[config.mk]
export PLATFORM = sky130hd
export DESIGN_NAME = motor_pwm_mode_control
export DESIGN_NICKNAME = d
export VERILOG_FILES = /design/src/core/motor_pwm_pkg.sv /design/src/core/motor_pwm_mode_control.sv
export SDC_FILE = /design/constraint.sdc
export NUM_CORES = 1
export LEC_CHECK = 0
export ABC_AREA = 1
export BUFFER_PORTS_ARGS = -buffer_cell sky130_fd_sc_hd__buf_4
export CAP_MARGIN = 20
export CORE_MARGIN = 5
export CORE_UTILIZATION = 50
export DETAILED_ROUTE_END_ITERATION = 12
export PLACE_DENSITY = 0.76
export SETUP_SLACK_MARGIN = 0.02
export SLEW_MARGIN = 40
export SYNTH_ARGS = -nofsm -noshare
export SYNTH_HDL_FRONTEND = slang
export SYNTH_SLANG_ARGS = --single-unit
[constraint.sdc]
create_clock -name hclk -period 9.8 [get_ports hclk]
set_input_delay 0 -clock hclk [delete_from_list [all_inputs] [get_ports hclk]]
set_output_delay 0 -clock hclk [all_outputs]
set_load 0.1 [all_outputs]
[src/core/motor_pwm_pkg.sv]
// Package with register map, field layouts, reset values and timing counts of the PWM mode control.
package motor_pwm_pkg;

  // Register byte offsets on the AHB-Lite bus.
  localparam logic [7:0] OFF_MODE   = 8'h00;
  localparam logic [7:0] OFF_DUTY   = 8'h04;
  localparam logic [7:0] OFF_ADC    = 8'h08;
  localparam logic [7:0] OFF_DESIRE = 8'h0c;
  localparam logic [7:0] OFF_UPDATE = 8'h10;
  localparam logic [7:0] OFF_STEP   = 8'h14;
  localparam logic [7:0] OFF_FREQ   = 8'h18;
  localparam logic [7:0] OFF_DEAD   = 8'h1c;
  localparam logic [7:0] OFF_STATUS = 8'h20;

  // Operating mode codes held in the mode register.
  localparam logic [2:0] MODE_SERIAL = 3'h0;
  localparam logic [2:0] MODE_UNI    = 3'h1;
  localparam logic [2:0] MODE_BI     = 3'h2;
  localparam logic [2:0] MODE_SPEED  = 3'h3;
  localparam logic [2:0] MODE_TABLE  = 3'h4;

  // Duty word layout: bit 10 is direction (1 = reverse), bits 9:0 magnitude.
  localparam int DUTY_W   = 10;
  localparam int DIR_BIT  = 10;
  localparam logic [9:0] DUTY_MAX  = 10'h3ff;
  localparam logic [9:0] HALF_CODE = 10'h200;

  // Reset values.
  localparam logic [7:0] UPDATE_RST = 8'h01;
  localparam logic [7:0] STEP_RST   = 8'hff;
  localparam logic [1:0] FREQ_RST   = 2'h0;
  localparam logic [7:0] DEAD_RST   = 8'h00;

  // Timing: one duty update spans 16 PWM periods; the 833 us target gives about 786 us by default, as TICK_CYCLES truncates to 12.
  localparam int PERIODS_PER_UPDATE = 16;
  localparam int UPDATE_US          = 833;
  localparam int CLK_MHZ            = 250;
  // Base PWM period at frequency select 0: 1024 counts of a prescaled tick.
  localparam int PERIOD_NS          = (UPDATE_US * 1000) / PERIODS_PER_UPDATE;
  localparam int PERIOD_CYCLES      = (PERIOD_NS * CLK_MHZ) / 1000;
  localparam int TICK_CYCLES        = PERIOD_CYCLES / 1024;

endpackage

[src/core/motor_pwm_mode_control.sv]
// Mode-selected duty setpoint generator with slew limit, update pacing and PWM output.
//
// Notes on behaviour
// Five operating modes chosen by bits of the mode-select register.
// After reset serial mode; duty and direction come from set-duty command writes.
// Uni-directional analog mode uses ADC code as duty; 0x200 gives 50 percent.
// ADC full scale is 4.096 V, so half voltage is code 512.
// By default the applied duty is recomputed every 16 PWM periods.
// The update-interval multiplier lengthens the update spacing; 1 means default.
// Each update moves the applied duty by at most the slew limit, up to 255.
// Frequency select sets PWM carrier; higher frequency gives fewer resolution bits.
// Analog setpoint passes resolution, interval, slew and neutral zone before loading.
// Speed mode compares measured ADC value with the desired value register.
// Master should set slew 1 and raise interval for smooth speed control.
// Low stop request clears the duty register.
// Setpoint held within 0 to 1023 and reduced to selected resolution; speed mode nudges by one count without the reduction.
`timescale 1ns/1ps
module motor_pwm_mode_control #(
  parameter int TICK_DIV = motor_pwm_pkg::TICK_CYCLES
) (
  input  wire logic        hclk,
  input  wire logic        hresetn,
  input  wire logic        hsel,
  input  wire logic [7:0]  haddr,
  input  wire logic [1:0]  htrans,
  input  wire logic        hwrite,
  input  wire logic [2:0]  hsize,
  input  wire logic [31:0] hwdata,
  input  wire logic        hready,
  output logic      [31:0] hrdata,
  output logic             hreadyout,
  output logic             hresp,
  input  wire logic [9:0]  adc_code,
  input  wire logic        stop_n,
  output logic             pwm_out,
  output logic             dir_out
);

  typedef struct packed {
    logic        wr_pend;
    logic [7:0]  wr_addr;
    logic [2:0]  mode;
    logic [10:0] cmd_duty;
    logic [10:0] duty;
    logic [9:0]  desire;
    logic [7:0]  upd_mult;
    logic [7:0]  step;
    logic [1:0]  freq;
    logic [7:0]  dead;
    logic [31:0] rdata;
    logic [15:0] tick_cnt;
    logic [9:0]  pwm_cnt;
    logic [3:0]  per_cnt;
    logic [7:0]  mult_cnt;
    logic        pwm;
    logic        dir;
    logic        upd_pulse;
    logic [9:0]  adc_s1;
    logic [9:0]  adc_s2;
    logic [9:0]  adc_s3;
    logic [9:0]  adc_val;
    logic        stop_s1;
    logic        stop_s2;
  } state_s;

  state_s q, d;

  logic        addr_ok;
  logic [9:0]  res_mask;
  logic [9:0]  period_top;
  logic [10:0] target;
  logic [11:0] tmag;
  logic [11:0] cur;
  logic [11:0] diff;
  logic [11:0] next_s;
  logic [10:0] bi_val;
  logic [7:0]  eff_step;

  assign hreadyout = 1'b1;
  assign hresp     = 1'b0;
  assign hrdata    = q.rdata;
  assign pwm_out   = q.pwm;
  assign dir_out   = q.dir;
  assign addr_ok   = hsel && hready && htrans[1];

  always_comb begin
    // Each frequency step halves the counter length and drops one low duty bit.
    period_top = motor_pwm_pkg::DUTY_MAX >> q.freq;
    res_mask   = motor_pwm_pkg::DUTY_MAX << q.freq;
  end

  always_comb begin
    tmag   = '0;
    bi_val = '0;
    target = q.duty;
    cur    = '0;
    diff   = '0;
    next_s = '0;
    case (q.mode)
      motor_pwm_pkg::MODE_UNI,
      motor_pwm_pkg::MODE_TABLE: begin
        // The table holds its identity profile, so it matches the uni mode.
        target = {1'b0, q.adc_val & res_mask};
      end
      motor_pwm_pkg::MODE_BI: begin
        if (q.adc_val >= motor_pwm_pkg::HALF_CODE) begin
          bi_val = {1'b0, (q.adc_val - motor_pwm_pkg::HALF_CODE) << 1};
        end else begin
          bi_val = {1'b1, (motor_pwm_pkg::HALF_CODE - q.adc_val) << 1};
          if (bi_val[9:0] == 10'h000) begin
            bi_val[9:0] = motor_pwm_pkg::DUTY_MAX;
          end
        end
        target = {bi_val[10], bi_val[9:0] & res_mask};
      end
      motor_pwm_pkg::MODE_SPEED: begin
        // A fixed one-step nudge toward the desired reading, no filtering.
        target = q.duty;
        if (q.adc_val < q.desire && q.duty[9:0] != motor_pwm_pkg::DUTY_MAX) begin
          target = {1'b0, q.duty[9:0] + 10'h001};
        end else if (q.adc_val > q.desire && q.duty[9:0] != 10'h000) begin
          target = {1'b0, q.duty[9:0] - 10'h001};
        end
      end
      default: target = q.cmd_duty;
    endcase
    // Neutral zone: small analog demands become zero duty.
    if (q.mode != motor_pwm_pkg::MODE_SERIAL && {2'b00, target[9:0]} <= {4'h0, q.dead}) begin
      target = '0;
    end
    // Signed arithmetic on magnitude with direction gives smooth reversal.
    tmag   = target[10] ? 12'(-$signed({2'b00, target[9:0]})) : {2'b00, target[9:0]};
    cur    = q.duty[10] ? 12'(-$signed({2'b00, q.duty[9:0]})) : {2'b00, q.duty[9:0]};
    diff   = 12'(tmag - cur);
    // Outside speed mode the step is cut to the duty granule, so a ramp never leaves the
    // selected resolution; a step below one granule then stalls the ramp there.
    eff_step = (q.mode == motor_pwm_pkg::MODE_SPEED) ? q.step : (q.step & res_mask[7:0]);
    if (!diff[11] && diff > {4'h0, q.step}) begin
      next_s = 12'(cur + {4'h0, eff_step});
    end else if (diff[11] && 12'(-diff) > {4'h0, q.step}) begin
      next_s = 12'(cur - {4'h0, eff_step});
    end else begin
      next_s = tmag;
    end
  end

  always_comb begin
    d           = q;
    d.upd_pulse = 1'b0;
    d.adc_s1    = adc_code;
    d.adc_s2    = q.adc_s1;
    d.stop_s1   = stop_n;
    d.stop_s2   = q.stop_s1;
    // The ADC bits may settle at different edges; a word is taken only once it stood
    // unchanged for two cycles, so a torn code never reaches the duty logic.
    d.adc_s3    = q.adc_s2;
    d.adc_val   = (q.adc_s2 == q.adc_s3) ? q.adc_s3 : q.adc_val;
    // Bus write data arrives one cycle after its address phase.
    d.wr_pend   = addr_ok && hwrite;
    d.wr_addr   = haddr;
    if (q.wr_pend) begin
      case (q.wr_addr)
        motor_pwm_pkg::OFF_MODE:   d.mode     = hwdata[2:0] > motor_pwm_pkg::MODE_TABLE ?
                                                q.mode : hwdata[2:0];
        motor_pwm_pkg::OFF_DUTY:   d.cmd_duty = {hwdata[motor_pwm_pkg::DIR_BIT],
                                                 hwdata[9:0] & res_mask};
        motor_pwm_pkg::OFF_DESIRE: d.desire   = hwdata[9:0];
        motor_pwm_pkg::OFF_UPDATE: d.upd_mult = hwdata[7:0] == 8'h00 ? 8'h01 : hwdata[7:0];
        motor_pwm_pkg::OFF_STEP:   d.step     = hwdata[7:0];
        motor_pwm_pkg::OFF_FREQ:   d.freq     = hwdata[1:0];
        motor_pwm_pkg::OFF_DEAD:   d.dead     = hwdata[7:0];
        default: ;
      endcase
    end
    // Mode, desire, update, step, freq and dead reads look at the next state, so a read right behind a write sees the new value.
    if (addr_ok && !hwrite) begin
      case (haddr)
        motor_pwm_pkg::OFF_MODE:   d.rdata = {29'h0, d.mode};
        motor_pwm_pkg::OFF_DUTY:   d.rdata = {21'h0, q.duty};
        motor_pwm_pkg::OFF_ADC:    d.rdata = {22'h0, q.adc_val};
        motor_pwm_pkg::OFF_DESIRE: d.rdata = {22'h0, d.desire};
        motor_pwm_pkg::OFF_UPDATE: d.rdata = {24'h0, d.upd_mult};
        motor_pwm_pkg::OFF_STEP:   d.rdata = {24'h0, d.step};
        motor_pwm_pkg::OFF_FREQ:   d.rdata = {30'h0, d.freq};
        motor_pwm_pkg::OFF_DEAD:   d.rdata = {24'h0, d.dead};
        motor_pwm_pkg::OFF_STATUS: d.rdata = {30'h0, ~q.stop_s2, q.dir};
        default:                   d.rdata = 32'h0;
      endcase
    end
    // PWM carrier: prescaled tick, counter wraps at the frequency-dependent top.
    if (q.tick_cnt >= 16'(TICK_DIV - 1)) begin
      d.tick_cnt = '0;
      if (q.pwm_cnt >= period_top) begin
        d.pwm_cnt = '0;
        d.per_cnt = 4'(q.per_cnt + 4'h1);
        if (q.per_cnt == 4'(motor_pwm_pkg::PERIODS_PER_UPDATE - 1)) begin
          if (q.mult_cnt + 8'h01 >= q.upd_mult) begin
            d.mult_cnt  = '0;
            d.upd_pulse = 1'b1;
          end else begin
            d.mult_cnt = 8'(q.mult_cnt + 8'h01);
          end
        end
      end else begin
        d.pwm_cnt = 10'(q.pwm_cnt + 10'h001);
      end
    end else begin
      d.tick_cnt = 16'(q.tick_cnt + 16'h0001);
    end
    if (q.upd_pulse) begin
      // Serial writes are slewed too, which keeps the bridge from abrupt steps.
      d.duty = {next_s[11], next_s[11] ? 10'(-next_s) : next_s[9:0]};
    end
    d.pwm = (q.duty[9:0] >> q.freq) > q.pwm_cnt;
    d.dir = q.duty[motor_pwm_pkg::DIR_BIT];
    if (!q.stop_s2) begin
      d.duty     = '0;
      d.cmd_duty = '0;
      d.pwm      = 1'b0;
    end
  end

  always_ff @(posedge hclk or negedge hresetn) begin
    if (!hresetn) begin
      q          <= '0;
      q.mode     <= motor_pwm_pkg::MODE_SERIAL;
      q.upd_mult <= motor_pwm_pkg::UPDATE_RST;
      q.step     <= motor_pwm_pkg::STEP_RST;
      q.freq     <= motor_pwm_pkg::FREQ_RST;
      q.dead     <= motor_pwm_pkg::DEAD_RST;
      q.stop_s1  <= 1'b1;
      q.stop_s2  <= 1'b1;
    end else begin
      q <= d;
    end
  end

  a_stop_clears: assert property (@(posedge hclk) disable iff (!hresetn)
    !q.stop_s2 |=> q.duty == 11'h000) else $error("duty not cleared by stop");
  a_slew_bound: assert property (@(posedge hclk) disable iff (!hresetn)
    (q.upd_pulse && q.stop_s2 && !q.duty[10] && !next_s[11]) |=>
    ({1'b0, q.duty[9:0]} <= {1'b0, $past(q.duty[9:0])} + {3'b000, $past(q.step)} &&
     {1'b0, q.duty[9:0]} + {3'b000, $past(q.step)} >= {1'b0, $past(q.duty[9:0])}))
    else $error("duty moved more than step");
  a_duty_steady: assert property (@(posedge hclk) disable iff (!hresetn)
    (!q.upd_pulse && q.stop_s2) |=> $stable(q.duty)) else $error("duty changed off update");
  a_mode_legal: assert property (@(posedge hclk) disable iff (!hresetn)
    q.mode <= motor_pwm_pkg::MODE_TABLE) else $error("illegal mode");
  a_uni_target: assert property (@(posedge hclk) disable iff (!hresetn)
    (q.mode == motor_pwm_pkg::MODE_UNI && (q.adc_val & res_mask) > {2'b00, q.dead}) |->
    target == {1'b0, q.adc_val & res_mask}) else $error("uni target wrong");
  a_range_res: assert property (@(posedge hclk) disable iff (!hresetn)
    (q.duty[9:0] & ~res_mask) == 10'h000 || q.mode == motor_pwm_pkg::MODE_SPEED)
    else $error("duty below resolution");
  a_serial_src: assert property (@(posedge hclk) disable iff (!hresetn)
    q.mode == motor_pwm_pkg::MODE_SERIAL |-> target == q.cmd_duty)
    else $error("serial target wrong");
  a_speed_dir: assert property (@(posedge hclk) disable iff (!hresetn)
    (q.mode == motor_pwm_pkg::MODE_SPEED && q.adc_val < q.desire && q.duty[9:0] < 10'h3fe
     && q.duty[9:0] > {2'b00, q.dead}) |-> target[9:0] == q.duty[9:0] + 10'h001)
    else $error("speed nudge wrong");
  a_period_top: assert property (@(posedge hclk) disable iff (!hresetn)
    q.pwm_cnt <= period_top || $changed(q.freq) || $past(q.freq) != q.freq)
    else $error("pwm counter past top");
  a_pulse_gap: assert property (@(posedge hclk) disable iff (!hresetn)
    q.upd_pulse |=> !q.upd_pulse) else $error("update pulses adjacent");

  // Bus side: zero wait states, always OKAY, and read data held between reads.
  a_bus_okay: assert property (@(posedge hclk) disable iff (!hresetn)
    hreadyout && !hresp)
    else $error("bus response not ready and okay");

  a_rdata_hold: assert property (@(posedge hclk) disable iff (!hresetn)
    !(addr_ok && !hwrite) |=> $stable(q.rdata))
    else $error("read data changed without a read");

  a_mode_write: assert property (@(posedge hclk) disable iff (!hresetn)
    (q.wr_pend && q.wr_addr == motor_pwm_pkg::OFF_MODE &&
     hwdata[2:0] <= motor_pwm_pkg::MODE_TABLE) |=> q.mode == $past(hwdata[2:0]))
    else $error("mode write lost");

  a_cmd_res: assert property (@(posedge hclk) disable iff (!hresetn)
    (q.wr_pend && q.wr_addr == motor_pwm_pkg::OFF_DUTY) |=>
    (q.cmd_duty[9:0] & ~$past(res_mask)) == 10'h000)
    else $error("set-duty value below resolution");

  a_step_write: assert property (@(posedge hclk) disable iff (!hresetn)
    (q.wr_pend && q.wr_addr == motor_pwm_pkg::OFF_STEP) |=> q.step == $past(hwdata[7:0]))
    else $error("step write lost");

  a_freq_write: assert property (@(posedge hclk) disable iff (!hresetn)
    (q.wr_pend && q.wr_addr == motor_pwm_pkg::OFF_FREQ) |=> q.freq == $past(hwdata[1:0]))
    else $error("frequency write lost");

  a_desire_write: assert property (@(posedge hclk) disable iff (!hresetn)
    (q.wr_pend && q.wr_addr == motor_pwm_pkg::OFF_DESIRE) |=>
    q.desire == $past(hwdata[9:0]))
    else $error("desired value write lost");

  a_dead_write: assert property (@(posedge hclk) disable iff (!hresetn)
    (q.wr_pend && q.wr_addr == motor_pwm_pkg::OFF_DEAD) |=> q.dead == $past(hwdata[7:0]))
    else $error("dead band write lost");

  a_update_write: assert property (@(posedge hclk) disable iff (!hresetn)
    (q.wr_pend && q.wr_addr == motor_pwm_pkg::OFF_UPDATE && hwdata[7:0] != 8'h00) |=>
    q.upd_mult == $past(hwdata[7:0]))
    else $error("update multiplier write lost");

  a_mult_nonzero: assert property (@(posedge hclk) disable iff (!hresetn)
    q.upd_mult != 8'h00)
    else $error("update multiplier zero");

  a_mult_reset: assert property (@(posedge hclk) disable iff (!hresetn)
    q.upd_pulse |-> q.mult_cnt == 8'h00)
    else $error("multiplier count not restarted");

  a_pulse_wrap: assert property (@(posedge hclk) disable iff (!hresetn)
    q.upd_pulse |-> q.per_cnt == 4'h0 && q.pwm_cnt == 10'h000)
    else $error("update pulse off period boundary");

  // Stop must silence the bridge and drop any pending set-duty value.
  a_stop_pwm: assert property (@(posedge hclk) disable iff (!hresetn)
    !q.stop_s2 |=> !q.pwm)
    else $error("pwm active during stop");

  a_stop_cmd: assert property (@(posedge hclk) disable iff (!hresetn)
    !q.stop_s2 |=> q.cmd_duty == 11'h000)
    else $error("set-duty value kept during stop");

  a_dir_follow: assert property (@(posedge hclk) disable iff (!hresetn)
    1'b1 |=> q.dir == $past(q.duty[10]))
    else $error("direction not following duty");

  a_zero_low: assert property (@(posedge hclk) disable iff (!hresetn)
    q.duty[9:0] == 10'h000 |=> !q.pwm)
    else $error("pwm high at zero duty");

  a_slew_reverse: assert property (@(posedge hclk) disable iff (!hresetn)
    (q.upd_pulse && q.stop_s2 && q.duty[10] && next_s[11]) |=>
    ({1'b0, q.duty[9:0]} <= {1'b0, $past(q.duty[9:0])} + {3'b000, $past(q.step)} &&
     {1'b0, q.duty[9:0]} + {3'b000, $past(q.step)} >= {1'b0, $past(q.duty[9:0])}))
    else $error("reverse duty moved more than step");

  a_speed_down: assert property (@(posedge hclk) disable iff (!hresetn)
    (q.mode == motor_pwm_pkg::MODE_SPEED && q.adc_val > q.desire &&
     q.duty[9:0] > {2'b00, q.dead} + 10'h001) |-> target[9:0] == q.duty[9:0] - 10'h001)
    else $error("speed nudge down wrong");

  a_speed_hold: assert property (@(posedge hclk) disable iff (!hresetn)
    (q.mode == motor_pwm_pkg::MODE_SPEED && q.adc_val == q.desire &&
     q.duty[9:0] > {2'b00, q.dead}) |-> target == q.duty)
    else $error("speed target moved at set point");

  a_dead_zero: assert property (@(posedge hclk) disable iff (!hresetn)
    (q.mode == motor_pwm_pkg::MODE_UNI &&
     {2'b00, q.adc_val & res_mask} <= {4'h0, q.dead}) |-> target == 11'h000)
    else $error("neutral zone not applied");

  a_adc_hold: assert property (@(posedge hclk) disable iff (!hresetn)
    q.adc_s2 != q.adc_s3 |=> $stable(q.adc_val))
    else $error("unsettled adc word taken");

endmodule // motor_pwm_mode_control

### Word-level counts from Yosys, hierarchy flattened

Cells that the tools add are included.

* muxes and demuxes: 35
* magnitude comparators: 11
* bitwise logic cells: 5
* add/sub/neg operators: 15
* shift-type cells: 3
* equal/unequal tests: 24
* reduce and logical (&&, ||, !) cells: 21

Operator list (count)
* $pmux 11 s9: 1
* $mux 11: 7
* $eq 8x5->1 const B: 8
* $mux 12: 4
* $mux 8: 6
* $mux 10: 4
* $mux 36: 1
* $pmux 11 s3: 1
* $and 10x10->10: 3
* $eq 8x4->1 const B: 3
* $gt 12x8->1: 2
* $logic_not 8->1: 3
* $neg 10->12: 2
* $mux 22: 1
* $add 10x1->10 const B: 2
* $gt 10x10->1: 2
* $add 16x1->16 const B: 1
* $eq 8x3->1 const B: 2
* $ge 16x4->1 const B: 1
* $mux 16: 1
* $mux 14: 1
* $add 12x8->12: 1
* $neg 12->12: 1
* $sub 12x12->12: 1
* other kinds (37): 55

* output and inout bits: 36
* bits in registers: 185

### Depth between registers and ports, before layout

Gate-level depths: netlist (run 1).

* word-level depth: 22
* depth in mapped cells: 66
* depth with buffers taken out: 63

### Least setup slack after synthesis (run 1)

Ideal clock, no wire load.

* kind: reg-to-reg
* from: reg q[151] in the netlist's numbering
* to: reg q[159] in the netlist's numbering
* period minus slack after synthesis: 7.440 ns
* data required time: 9.683 ns
* arrival: 7.322 ns
* setup slack: 2.360 ns
* stages on the path, launching flop included: 54
* cell sequence: dfrtp_1 > inv_1 > ha_1 > nand3_1 > nor2_2 > nand3_2 > nand3_1 > buf_4 > nand2_1 > nand3_1 > nand2_1 > a21oi_1 > ha_1 > nand2_1 > nor2_1 > o21ai_0 > nand2_1 > o21ai_0 > (+18 left out) > a21oi_1 > o221ai_1 > o21ai_0 > o21ai_0 > nor2_1 > nand3_2 > nand3_4 > buf_8 > nand3_2 > nand3_2 > ha_1 > nand2_1 > nor2_4 > nand3_1 > nand2_1 > nand2_1 > nand3_1 > nand2_1

* word-level cells in the longest chain between the ends: 20

RTL lines
* start, declared: line motor_pwm_mode_control.sv:66 `state_s q, d;`
* branches (longest 15 deep; another with $neg 10->12)
* $mux 12 *: line motor_pwm_mode_control.sv:138 `if (!diff[11] && diff > {4'h0, q.step}) begin`
* $neg 10->10: line motor_pwm_mode_control.sv:212 `d.duty = {next_s[11], next_s[11] ? 10'(-next_s) : next_s[9:0]};`
* $mux 10 *: line motor_pwm_mode_control.sv:212
* $mux 11 *: line motor_pwm_mode_control.sv:210 `if (q.upd_pulse) begin`
* $mux 22 *: line motor_pwm_mode_control.sv:216 `if (!q.stop_s2) begin`

Every way passes the cells marked *. The select of a mux whose other input is x is not followed.
A chain may end at the register's enable or synchronous reset.

### Final worst setup path (run 1)

* from: reg q[11] in the netlist's numbering
* to: reg q[157] in the netlist's numbering

* word-level cells in the longest chain between the ends: 20

RTL lines
* $ge 10x10->1 or $gt 10x10->1 (tied branches): line motor_pwm_mode_control.sv:106, motor_pwm_mode_control.sv:121
* $mux 11 or $logic_and 1x1->1 (tied branches): line motor_pwm_mode_control.sv:106, motor_pwm_mode_control.sv:121
* $mux 11, on equally long branches: line motor_pwm_mode_control.sv:99, motor_pwm_mode_control.sv:121
* $and 10x10->10 or $mux 11 (tied branches): line motor_pwm_mode_control.sv:114, motor_pwm_mode_control.sv:119
* $pmux 11 s3 *: line motor_pwm_mode_control.sv:99 `case (q.mode)`
* $le 10x8->1: line motor_pwm_mode_control.sv:128 `if (q.mode != motor_pwm_pkg::MODE_SERIAL && {2'b00, target[9:0]} <= {4'h0, q.dead}) begin`
* $logic_and 1x1->1: line motor_pwm_mode_control.sv:128
* $mux 11 *: line motor_pwm_mode_control.sv:128
* (+4 left out)
* $gt 12x8->1: line motor_pwm_mode_control.sv:140 `end else if (diff[11] && 12'(-diff) > {4'h0, q.step}) begin`
* $logic_and 1x1->1: line motor_pwm_mode_control.sv:140
* $mux 12: line motor_pwm_mode_control.sv:140
* $mux 12 *: line motor_pwm_mode_control.sv:138
* $neg 10->10: line motor_pwm_mode_control.sv:212
* $mux 10 *: line motor_pwm_mode_control.sv:212
* $mux 11 *: line motor_pwm_mode_control.sv:210
* $mux 22 *: line motor_pwm_mode_control.sv:216

Every way passes the cells marked *; elsewhere a longest branch is shown, timed or not. The select of a mux whose other input is x is not followed.

==> impl_summary.md, run 1 <==
Synth
Counting distinct cell types in the post-synthesis netlist gives 52. The netlist area before placement is 11800 sq um. The number of enable-type register cells in the synthesized netlist is 0. The dominant synthesized flop cell is sky130_fd_sc_hd__dfrtp_1. The average instance area after synthesis is 7.46 sq um. The post-synthesis instance total is 1581. The share of synthesized area occupied by flip-flops and latches is 0.349.

Yosys printed 0 warnings. Counting flops with an async set or reset pin after synthesis yields a share of 1.00. Synthesis inferred 164 register bits.

Finish
The share of layout cells above drive strength 1 is 0.0953. The net count reported at finish is 1814. The number of antenna cells inserted is 0. Relative to the synthesized area, the layout overhead comes to 12.7%. Once layout is done, the placed cells without fillers occupy 13300 sq um.

Floorplanning
The count of pins on the block boundary is 97. The die outline width is 164 um. The core area is 23300 sq um. The placement row count is 56.

The die covers 26800 sq um. The die extent in y is 164 um. The starting density of the core is 0.506.

Route
The count of nets left with antenna violations once routing finished came out at 0. The via count is 10700. The post-detailed-route wirelength per cell is 16.0 um. After the first detailed-routing iteration, the DRC count stood at 818.

The overall routed net length is 31.8 mm. After detailed routing, the number of remaining DRC violations is 0. In the routed layout, each cell is associated on average with a via count of 5.39.

The first detailed-routing pass ran for 5 iterations.

Clocking
The tree is rooted in a sky130_fd_sc_hd__clkbuf_16. The number of clock buffers added by TritonCTS is 17. TritonCTS built the clock tree.

The maximum count of clock buffers along a single path is 2. The clock transition at the register clock pins on the worst setup and hold paths after CTS is 0.08 ns. The H-tree generated during clock tree synthesis spans 4 levels.

The clock reaches the later pin of the worst-skew pair after 0.44 ns. The total clock sinks is 164.

Hold path
The origin of the worst min-delay path is htrans[1]. The worst hold path class is input port to flop. The worst hold path passes through 5 cells. For hold timing, the worst endpoint is hrdata[9]$_DFFE_PN0P_.

Power and ir drop
For this design the static power due to leakage is 6.93 nW. The power density relative to cell area is 185 nW/um^2. The worst supply voltage drop on vdd is 0.116 mV.

Critical path
The largest single stage delay on the critical path is 0.53 ns. STA puts the critical path data required time at 10.13 ns. The critical setup path kind is flop to flop. The capture instance of the worst register-to-register path is q[157]$_DFFE_PN0P_. STA classifies the critical path endpoint as a flop. The internal reg-to-reg setup slack is 1.03 ns. The startpoint identified for the worst register-to-register timing path is q[11]$_DFFE_PN0N_. The critical-path cell with the highest stage delay is sky130_fd_sc_hd__dfrtp_2. The critical path's most frequent cell is sky130_fd_sc_hd__nand2_1. The maximum fanout count along the critical path is 18. STA puts the critical path data arrival time at 9.10 ns.

The number of cells on the worst reg-to-reg path is 55. The kind of launch point of the worst setup path is a flop.

Global route
The initial antenna violation count came to 0. The number of global-route vias before repair is 10300. Entering global routing, the biggest net connects 84 pins. The first global-routing pass estimated 51.7 mm of wire.

After global routing the overflow that remains totals 0. In the global route stage, overall resource usage came out at 0.243.

STA
The achievable clock frequency is 114 MHz. The final critical path time including I/O delays and setup is 8.77 ns. The number of slew-limit violations in the final report was 0. The count of endpoints failing hold in the final timing report came to 0.

After routing, the total negative slack on setup checks comes to 0 ns. Headroom to the max-slew limit came out at 0.495. The slew at the pin closest to its max-slew limit is 0.755 ns. The clock skew is 0.0174 ns. Setup repair after global routing left no endpoint under its margin. The period utilization is 0.895.

Setup violations remaining at the end of the flow were counted as 0.

Job
The number of maximum-capacitance violations is 0.

Placed design
The wire-length estimate of the detail-placed layout is 24.1 mm. The quantity of I/O buffers inserted on ports is 48. After detailed placement, the total cell area comes to 12300 sq um.

The placer congestion estimate is 0.987.

Run status
The flow ran to the end, and the final reports show no timing, DRC or antenna violations.
[critical path, delay by kind of cell, from the launching register on]
kind                       cells  cell delay, ns
buffers and inverters          3            0.33
AOI/OAI and AO/OA             14            2.15
DFF                            1            0.53
and+or+nand+nor               30            3.41
adders and majority gates      5            1.48
xor gates and xnor gates       3            0.73
[cells in the final DEF, fill, tap and decap left out, types with 6 or more instances in the layout]
cell / n
sky130_fd_sc_hd__conb_1: 35
sky130_fd_sc_hd__xnor2_1: 12
sky130_fd_sc_hd__o21a_1: 6
sky130_fd_sc_hd__nand3_2: 12
sky130_fd_sc_hd__clkinv_8: 8
sky130_fd_sc_hd__dlygate4sd3_1: 34
sky130_fd_sc_hd__nand2_2: 13
sky130_fd_sc_hd__a31oi_1: 6
sky130_fd_sc_hd__or2_2: 6
sky130_fd_sc_hd__buf_4: 54
sky130_fd_sc_hd__a21oi_1: 77
sky130_fd_sc_hd__inv_2: 11
sky130_fd_sc_hd__nand4_1: 27
sky130_fd_sc_hd__o21ai_0: 119
sky130_fd_sc_hd__ha_1: 94
sky130_fd_sc_hd__clkbuf_16: 17
sky130_fd_sc_hd__xor2_1: 50
sky130_fd_sc_hd__a21o_1: 7
sky130_fd_sc_hd__dfstp_2: 11
sky130_fd_sc_hd__o21bai_1: 8
sky130_fd_sc_hd__a221oi_1: 14
sky130_fd_sc_hd__nor4_1: 9
sky130_fd_sc_hd__o22ai_1: 26
sky130_fd_sc_hd__inv_1: 221
sky130_fd_sc_hd__dfrtp_1: 152
sky130_fd_sc_hd__nand3_1: 77
sky130_fd_sc_hd__nor3_1: 12
sky130_fd_sc_hd__nor2_2: 9
sky130_fd_sc_hd__nor2_1: 130
sky130_fd_sc_hd__nand2_1: 347
sky130_fd_sc_hd__o21ai_1: 9
[state kept, by name (all words and copies together), names as in the netlist]
register,flops
d,22
dir_out,1
hrdata,11
pwm_out,1
q,129
[stage by stage]
step | hold slack, ns | power (mW) | setup slack, ns | util | std cells
2_1_floorplan | -0.296 | 1.57 | 2.36 | - | 1614
4_1_cts | 0.00593 | 2.46 | 0.367 | 0.568 | 1986
3_3_place_gp | 0.0863 | 1.73 | 0.585 | 0.527 | 1920
6_report | 0.0290 | 2.47 | 1.03 | 0.570 | 1988
5_1_grt | 0.0778 | 2.64 | 0.0799 | 0.570 | 1988
3_5_place_dp | 0.0963 | 1.75 | 0.422 | 0.527 | 1920
[worst max-delay path by stage]
stage	from	end	slack [ns]
2_1_floorplan	q[151]$_DFFE_PN0P_	q[159]$_DFFE_PN0P_	2.36
3_3_place_gp	q[11]$_DFFE_PN0N_	q[159]$_DFFE_PN0P_	0.59
3_5_place_dp	q[11]$_DFFE_PN0N_	q[157]$_DFFE_PN0P_	0.42
4_1_cts	q[11]$_DFFE_PN0N_	q[159]$_DFFE_PN0P_	0.37
5_1_grt	q[2]$_DFFE_PN0N_	q[157]$_DFFE_PN0P_	0.08
6_report	q[11]$_DFFE_PN0N_	q[157]$_DFFE_PN0P_	1.03
[power by group]
group	internal, mW	leakage (nW)	switching, mW
sequential	0.713	1.99	0.0288
clock	0.350	0.301	0.348
combinational	0.334	4.64	0.691
total	1.40	6.93	1.07
[cell type report]
| class | count | area, sq um |
|---|---|---|
| fillers | 2123 | 10000 |
| multi-input cells | 1145 | 6490 |
| flip-flops and latches | 164 | 4120 |
| inverters | 238 | 895 |
| repair buffers | 90 | 771 |
| clock buffers | 17 | 425 |
| well taps | 319 | 399 |
| clock inverters | 15 | 204 |
[layer usage]
layer | share of wire | vias up | global-route usage
li1 | - | 5287 | -
met1 | 0.43 | 4988 | 0.316
met5 | 0 | - | 0
met4 | 0.036 | 0 | 0.0976
met3 | 0.056 | 71 | 0.0313
met2 | 0.48 | 372 | 0.410
[kinds of logic (layout without fill, tap and decap cells)]
group / Yosys count / count (layout) / share of synthesized area
fa+ha+maj: 97 / 97 / 0.105
compound gates: 301 / 301 / 0.147
other cells: 2 / 35 / 0.000636
buf+inv: 305 / 360 / 0.114
simple gates: 650 / 650 / 0.239
flops: 164 / 164 / 0.349
xor+xnor: 62 / 62 / 0.0460
[cells in the mapped netlist, types with 2 or more instances]
cell | number | area, sq um
sky130_fd_sc_hd__o22ai_1 | 26 | 163
sky130_fd_sc_hd__buf_6 | 6 | 67.6
sky130_fd_sc_hd__o2111ai_1 | 2 | 17.5
sky130_fd_sc_hd__nand2_2 | 13 | 81.3
sky130_fd_sc_hd__o32ai_1 | 4 | 35.0
sky130_fd_sc_hd__fa_1 | 3 | 60.1
sky130_fd_sc_hd__a31oi_1 | 6 | 37.5
sky130_fd_sc_hd__o221ai_1 | 3 | 26.3
sky130_fd_sc_hd__dfstp_2 | 11 | 289
sky130_fd_sc_hd__buf_4 | 37 | 278
sky130_fd_sc_hd__nand3_2 | 10 | 100
sky130_fd_sc_hd__o211ai_1 | 3 | 22.5
sky130_fd_sc_hd__inv_1 | 221 | 830
sky130_fd_sc_hd__o311ai_0 | 2 | 17.5
sky130_fd_sc_hd__o21a_1 | 6 | 45.0
sky130_fd_sc_hd__a22o_1 | 2 | 17.5
sky130_fd_sc_hd__ha_1 | 94 | 1180
sky130_fd_sc_hd__o31ai_1 | 5 | 37.5
sky130_fd_sc_hd__conb_1 | 2 | 7.51
sky130_fd_sc_hd__a21boi_0 | 3 | 22.5
sky130_fd_sc_hd__xnor2_1 | 12 | 105
sky130_fd_sc_hd__buf_2 | 2 | 10.0
sky130_fd_sc_hd__nand2_1 | 347 | 1300
sky130_fd_sc_hd__nor4_1 | 10 | 62.6
sky130_fd_sc_hd__o21ai_0 | 121 | 606
sky130_fd_sc_hd__clkbuf_1 | 21 | 78.8
sky130_fd_sc_hd__clkinv_1 | 5 | 18.8
sky130_fd_sc_hd__o21bai_1 | 8 | 60.1
sky130_fd_sc_hd__nor2_2 | 7 | 43.8
sky130_fd_sc_hd__nor3_1 | 12 | 60.1
sky130_fd_sc_hd__a21oi_1 | 77 | 385
sky130_fd_sc_hd__nand4_1 | 27 | 169
sky130_fd_sc_hd__a221oi_1 | 14 | 123
sky130_fd_sc_hd__or2_2 | 6 | 37.5
sky130_fd_sc_hd__dfrtp_1 | 153 | 3830
sky130_fd_sc_hd__inv_2 | 11 | 41.3
sky130_fd_sc_hd__a21o_1 | 7 | 52.6
sky130_fd_sc_hd__nor3b_1 | 2 | 15.0
sky130_fd_sc_hd__nor2_1 | 132 | 495
sky130_fd_sc_hd__o21ai_1 | 9 | 45.0
sky130_fd_sc_hd__nand3_1 | 79 | 395
sky130_fd_sc_hd__xor2_1 | 50 | 438
[what timing repair did]
action	CTS	global route
gates resized for setup	0	7
setup endpoints to repair	0	11
endpoints found under the hold margin	141	0
hold buffers	34	0
setup buffers	0	2
Power figures use the tool's default switching activity.
==> run 2: changes to the inputs <==
--- a/config.mk
+++ b/config.mk
@@ -11,6 +11,7 @@
 export CORE_MARGIN = 5
 export CORE_UTILIZATION = 50
 export DETAILED_ROUTE_END_ITERATION = 12
+export HOLD_SLACK_MARGIN = 0.08
 export PLACE_DENSITY = 0.76
 export SETUP_SLACK_MARGIN = 0.02
 export SLEW_MARGIN = 40
==> run 2 against run 1 <==
  * Sequential power barely moved
  * Combinational power barely moved
  * Total power barely moved
  * Critical path depth did not move
  * Wire length fell by 0.11%
  * Count of clock-buffer cells in the layout did not move
  * Worst hold slack improved by 0.12 ns
  * First-iteration DRC count rose by 2.6%
  * Final cell count barely moved
  * Die area did not move
  * Register-to-register slack barely moved
  * Critical endpoint unchanged
  * Highest routed layer unchanged
==> impl_summary.md, run 2 (synthesis results as in run 1) <==
Run status
The run finished with clean final reports.

Clocking
CTS placed an instance of sky130_fd_sc_hd__clkbuf_16 at the clock tree root. The clock reaches the later pin of the worst-skew pair after 0.45 ns. The maximum count of clock buffers along a single path is 2. In this run the number of H-tree levels came out at 4. The total clock sinks is 164. Counting the buffers created by CTS gives 17. TritonCTS built the clock tree. Clock-pin slew was measured on the worst setup and hold paths at 0.08 ns.

Finish
Leaving out filler cells and counting taps, the final layout contains 1989. Counting the fill cells in the layout gives 2121. The register bank with the most flops is q. The synthesis-to-finish area growth is 12.8%. The sequential cells in the finished layout cover a total of 4120 sq um.

In the layout the commonest cells are 347 x sky130_fd_sc_hd__nand2_1, 221 x sky130_fd_sc_hd__inv_1, 152 x sky130_fd_sc_hd__dfrtp_1. The net count reported at finish is 1815. The register with the most flip-flops in the layout has 129 of them. The most common cell after layout, fill and taps aside is sky130_fd_sc_hd__nand2_1. The share of the core filled with cells is 0.571. The area of the multi-input gates is 6490 sq um. The number of antenna cells inserted is 0. The share of layout cells above drive strength 1 is 0.0952. The final design area excluding fillers is 13300 sq um.

Critical path
The worst path required time is 10.13 ns. The endpoint class of the critical path is a flop. For this run, the slowest stage of the critical path takes 0.53 ns. Among the stages of the critical path, the cell type that occurs most often is sky130_fd_sc_hd__nand2_1. The critical setup path kind is flop to flop. The critical-path cell with the highest stage delay is sky130_fd_sc_hd__dfrtp_2. The most critical setup path has its startpoint at q[11]$_DFFE_PN0N_. Along the worst path, the maximum fanout reaches 18. Measured in cells, the most critical reg-to-reg path has a length of 55. The kind of launch point of the worst setup path is a flop. The data arrival time at the worst-slack endpoint is 9.10 ns. The endpoint of the most critical setup path is q[157]$_DFFE_PN0P_.

Setup slack on the worst reg-to-reg path comes out at 1.03 ns. The endpoint identified for the worst register-to-register timing path is q[157]$_DFFE_PN0P_. The critical register-to-register path startpoint is q[11]$_DFFE_PN0N_.

Job
Max-cap violations in this run came to 0.

Placed design
The cell area after placement is 12300 sq um. Buffers placed on the I/O ports in this run total 48. Detailed placement ended at an HPWL of 24.1 mm. The placed instance count is 1920. Timing analysis after detailed placement gives a worst setup slack of 0.422 ns. The placer congestion estimate is 0.987.

STA
The headroom to the max-slew limit is 0.493. The count of endpoints failing hold in the final timing report is 0. Timing would allow up to 114 MHz. The summed negative setup slack over all endpoints is 0 ns. The slew at the pin closest to its max-slew limit is 0.757 ns. After layout, the minimum clock period comes to 8.77 ns. The period utilization is 0.894. Setup violations remaining at the end of the flow were counted as 0. The final worst slack is 1.03 ns.

The clock skew is 0.0195 ns. The tightest hold path in the finished design has a slack of 0.145 ns. The number of slew-limit violations in the final report came to 0. Setup repair after global routing left no endpoint under its margin.

Power and ir drop
The overall power of the completed layout is 2.47 mW. The power density relative to cell area is 185 nW/um^2. The analysis attributes to cell leakage a power of 6.93 nW. IR analysis of the VDD net gives a maximum drop of 0.117 mV.

Floorplanning
The initial utilization of the core area, before any placement, comes to 0.506. The die is 164 um tall. For this design the top-level I/O count stands at 97. The die covers 26800 sq um. The core area is 23300 sq um. The placement row count is 56. The die outline width is 164 um.

Global route
The overall global routing resource usage is 0.243. The first global-routing pass estimated 51.8 mm of wire. Entering global routing, the biggest net connects 84 pins. The number of global-route vias before repair was 10400. The aggregate global routing overflow is 0.

The initial antenna violation count came to 0.

Route
The residual DRC count is 0. Using the TritonRoute via totals, the vias-per-cell ratio works out to 5.40. The number of violations reported at the end of detailed-routing iteration 0 is 839. In this run the remaining antenna-violating nets after routing total 0. The routed layout has 10700 vias. The iteration count of the initial detailed-routing pass is 6.

In the final routed layout, each cell accounts on average for 16.0 um. Wires add up to 31.8 mm.

Hold path
The worst hold path class is input port to asynchronous set/reset pin.
[run 2: changes by cell type in the layout (fill, tap and decap cells not counted)]
cell | previous run | this run
sky130_fd_sc_hd__dlygate4sd3_1 | 34 | 35
[run 2: where the power goes]
group / switching, mW / internal, mW / leakage, nW
logic: 0.692 / 0.334 / 4.64
registers: 0.0286 / 0.713 / 1.99
clock network: 0.348 / 0.350 / 0.301
total: 1.07 / 1.40 / 6.93
[run 2: layer usage]
layer / global-route usage / wire length (um) / vias to the layer above
li1: - / - / 5273
met1: 0.314 / 13500 / 5015
met2: 0.411 / 15300 / 378
met3: 0.0318 / 1880 / 72
met4: 0.0976 / 1100 / 0
met5: 0 / 0 / -
[run 2: timing repair]
| item | 4_1_cts | 5_1_grt |
|---|---|---|
| buffers inserted | 0 | 2 |
| hold endpoints to repair | 155 | 0 |
| gates resized for setup | 0 | 7 |
| hold buffers | 35 | 0 |
| setup endpoints to repair | 0 | 11 |
[run 2: worst min-delay path by stage]
stage,startpoint,end,cells after the start
floorplan,hresetn,d[12]$_DFF_PN0_,0
global placement,hresetn,d[30]$_DFF_PN0_,1
detailed placement,hresetn,d[26]$_DFF_PN0_,1
CTS,hresetn,d[26]$_DFF_PN0_,2
global route,adc_code[5],d[27]$_DFF_PN0_,2
finish,hresetn,d[28]$_DFF_PN0_,2
[run 2: area by class of cell]
| cell class | count | share of cell area |
|---|---|---|
| Clock inverter | 15 | 0.0153 |
| Tap cell | 319 | 0.0300 |
| Inverter | 238 | 0.0672 |
| Multi-Input combinational cell | 1145 | 0.488 |
| Clock buffer | 17 | 0.0319 |
| Timing Repair Buffer | 91 | 0.0586 |
| Sequential cell | 164 | 0.309 |
[run 2: critical path: cells and delay by family (launching register included)]
family	cells	cell delay, ns
buffers and inverters	3	0.32
AOI/OAI and AO/OA	14	2.14
adders and majority gates	5	1.46
and+or+nand+nor	30	3.42
DFF	1	0.53
xor gates and xnor gates	3	0.75
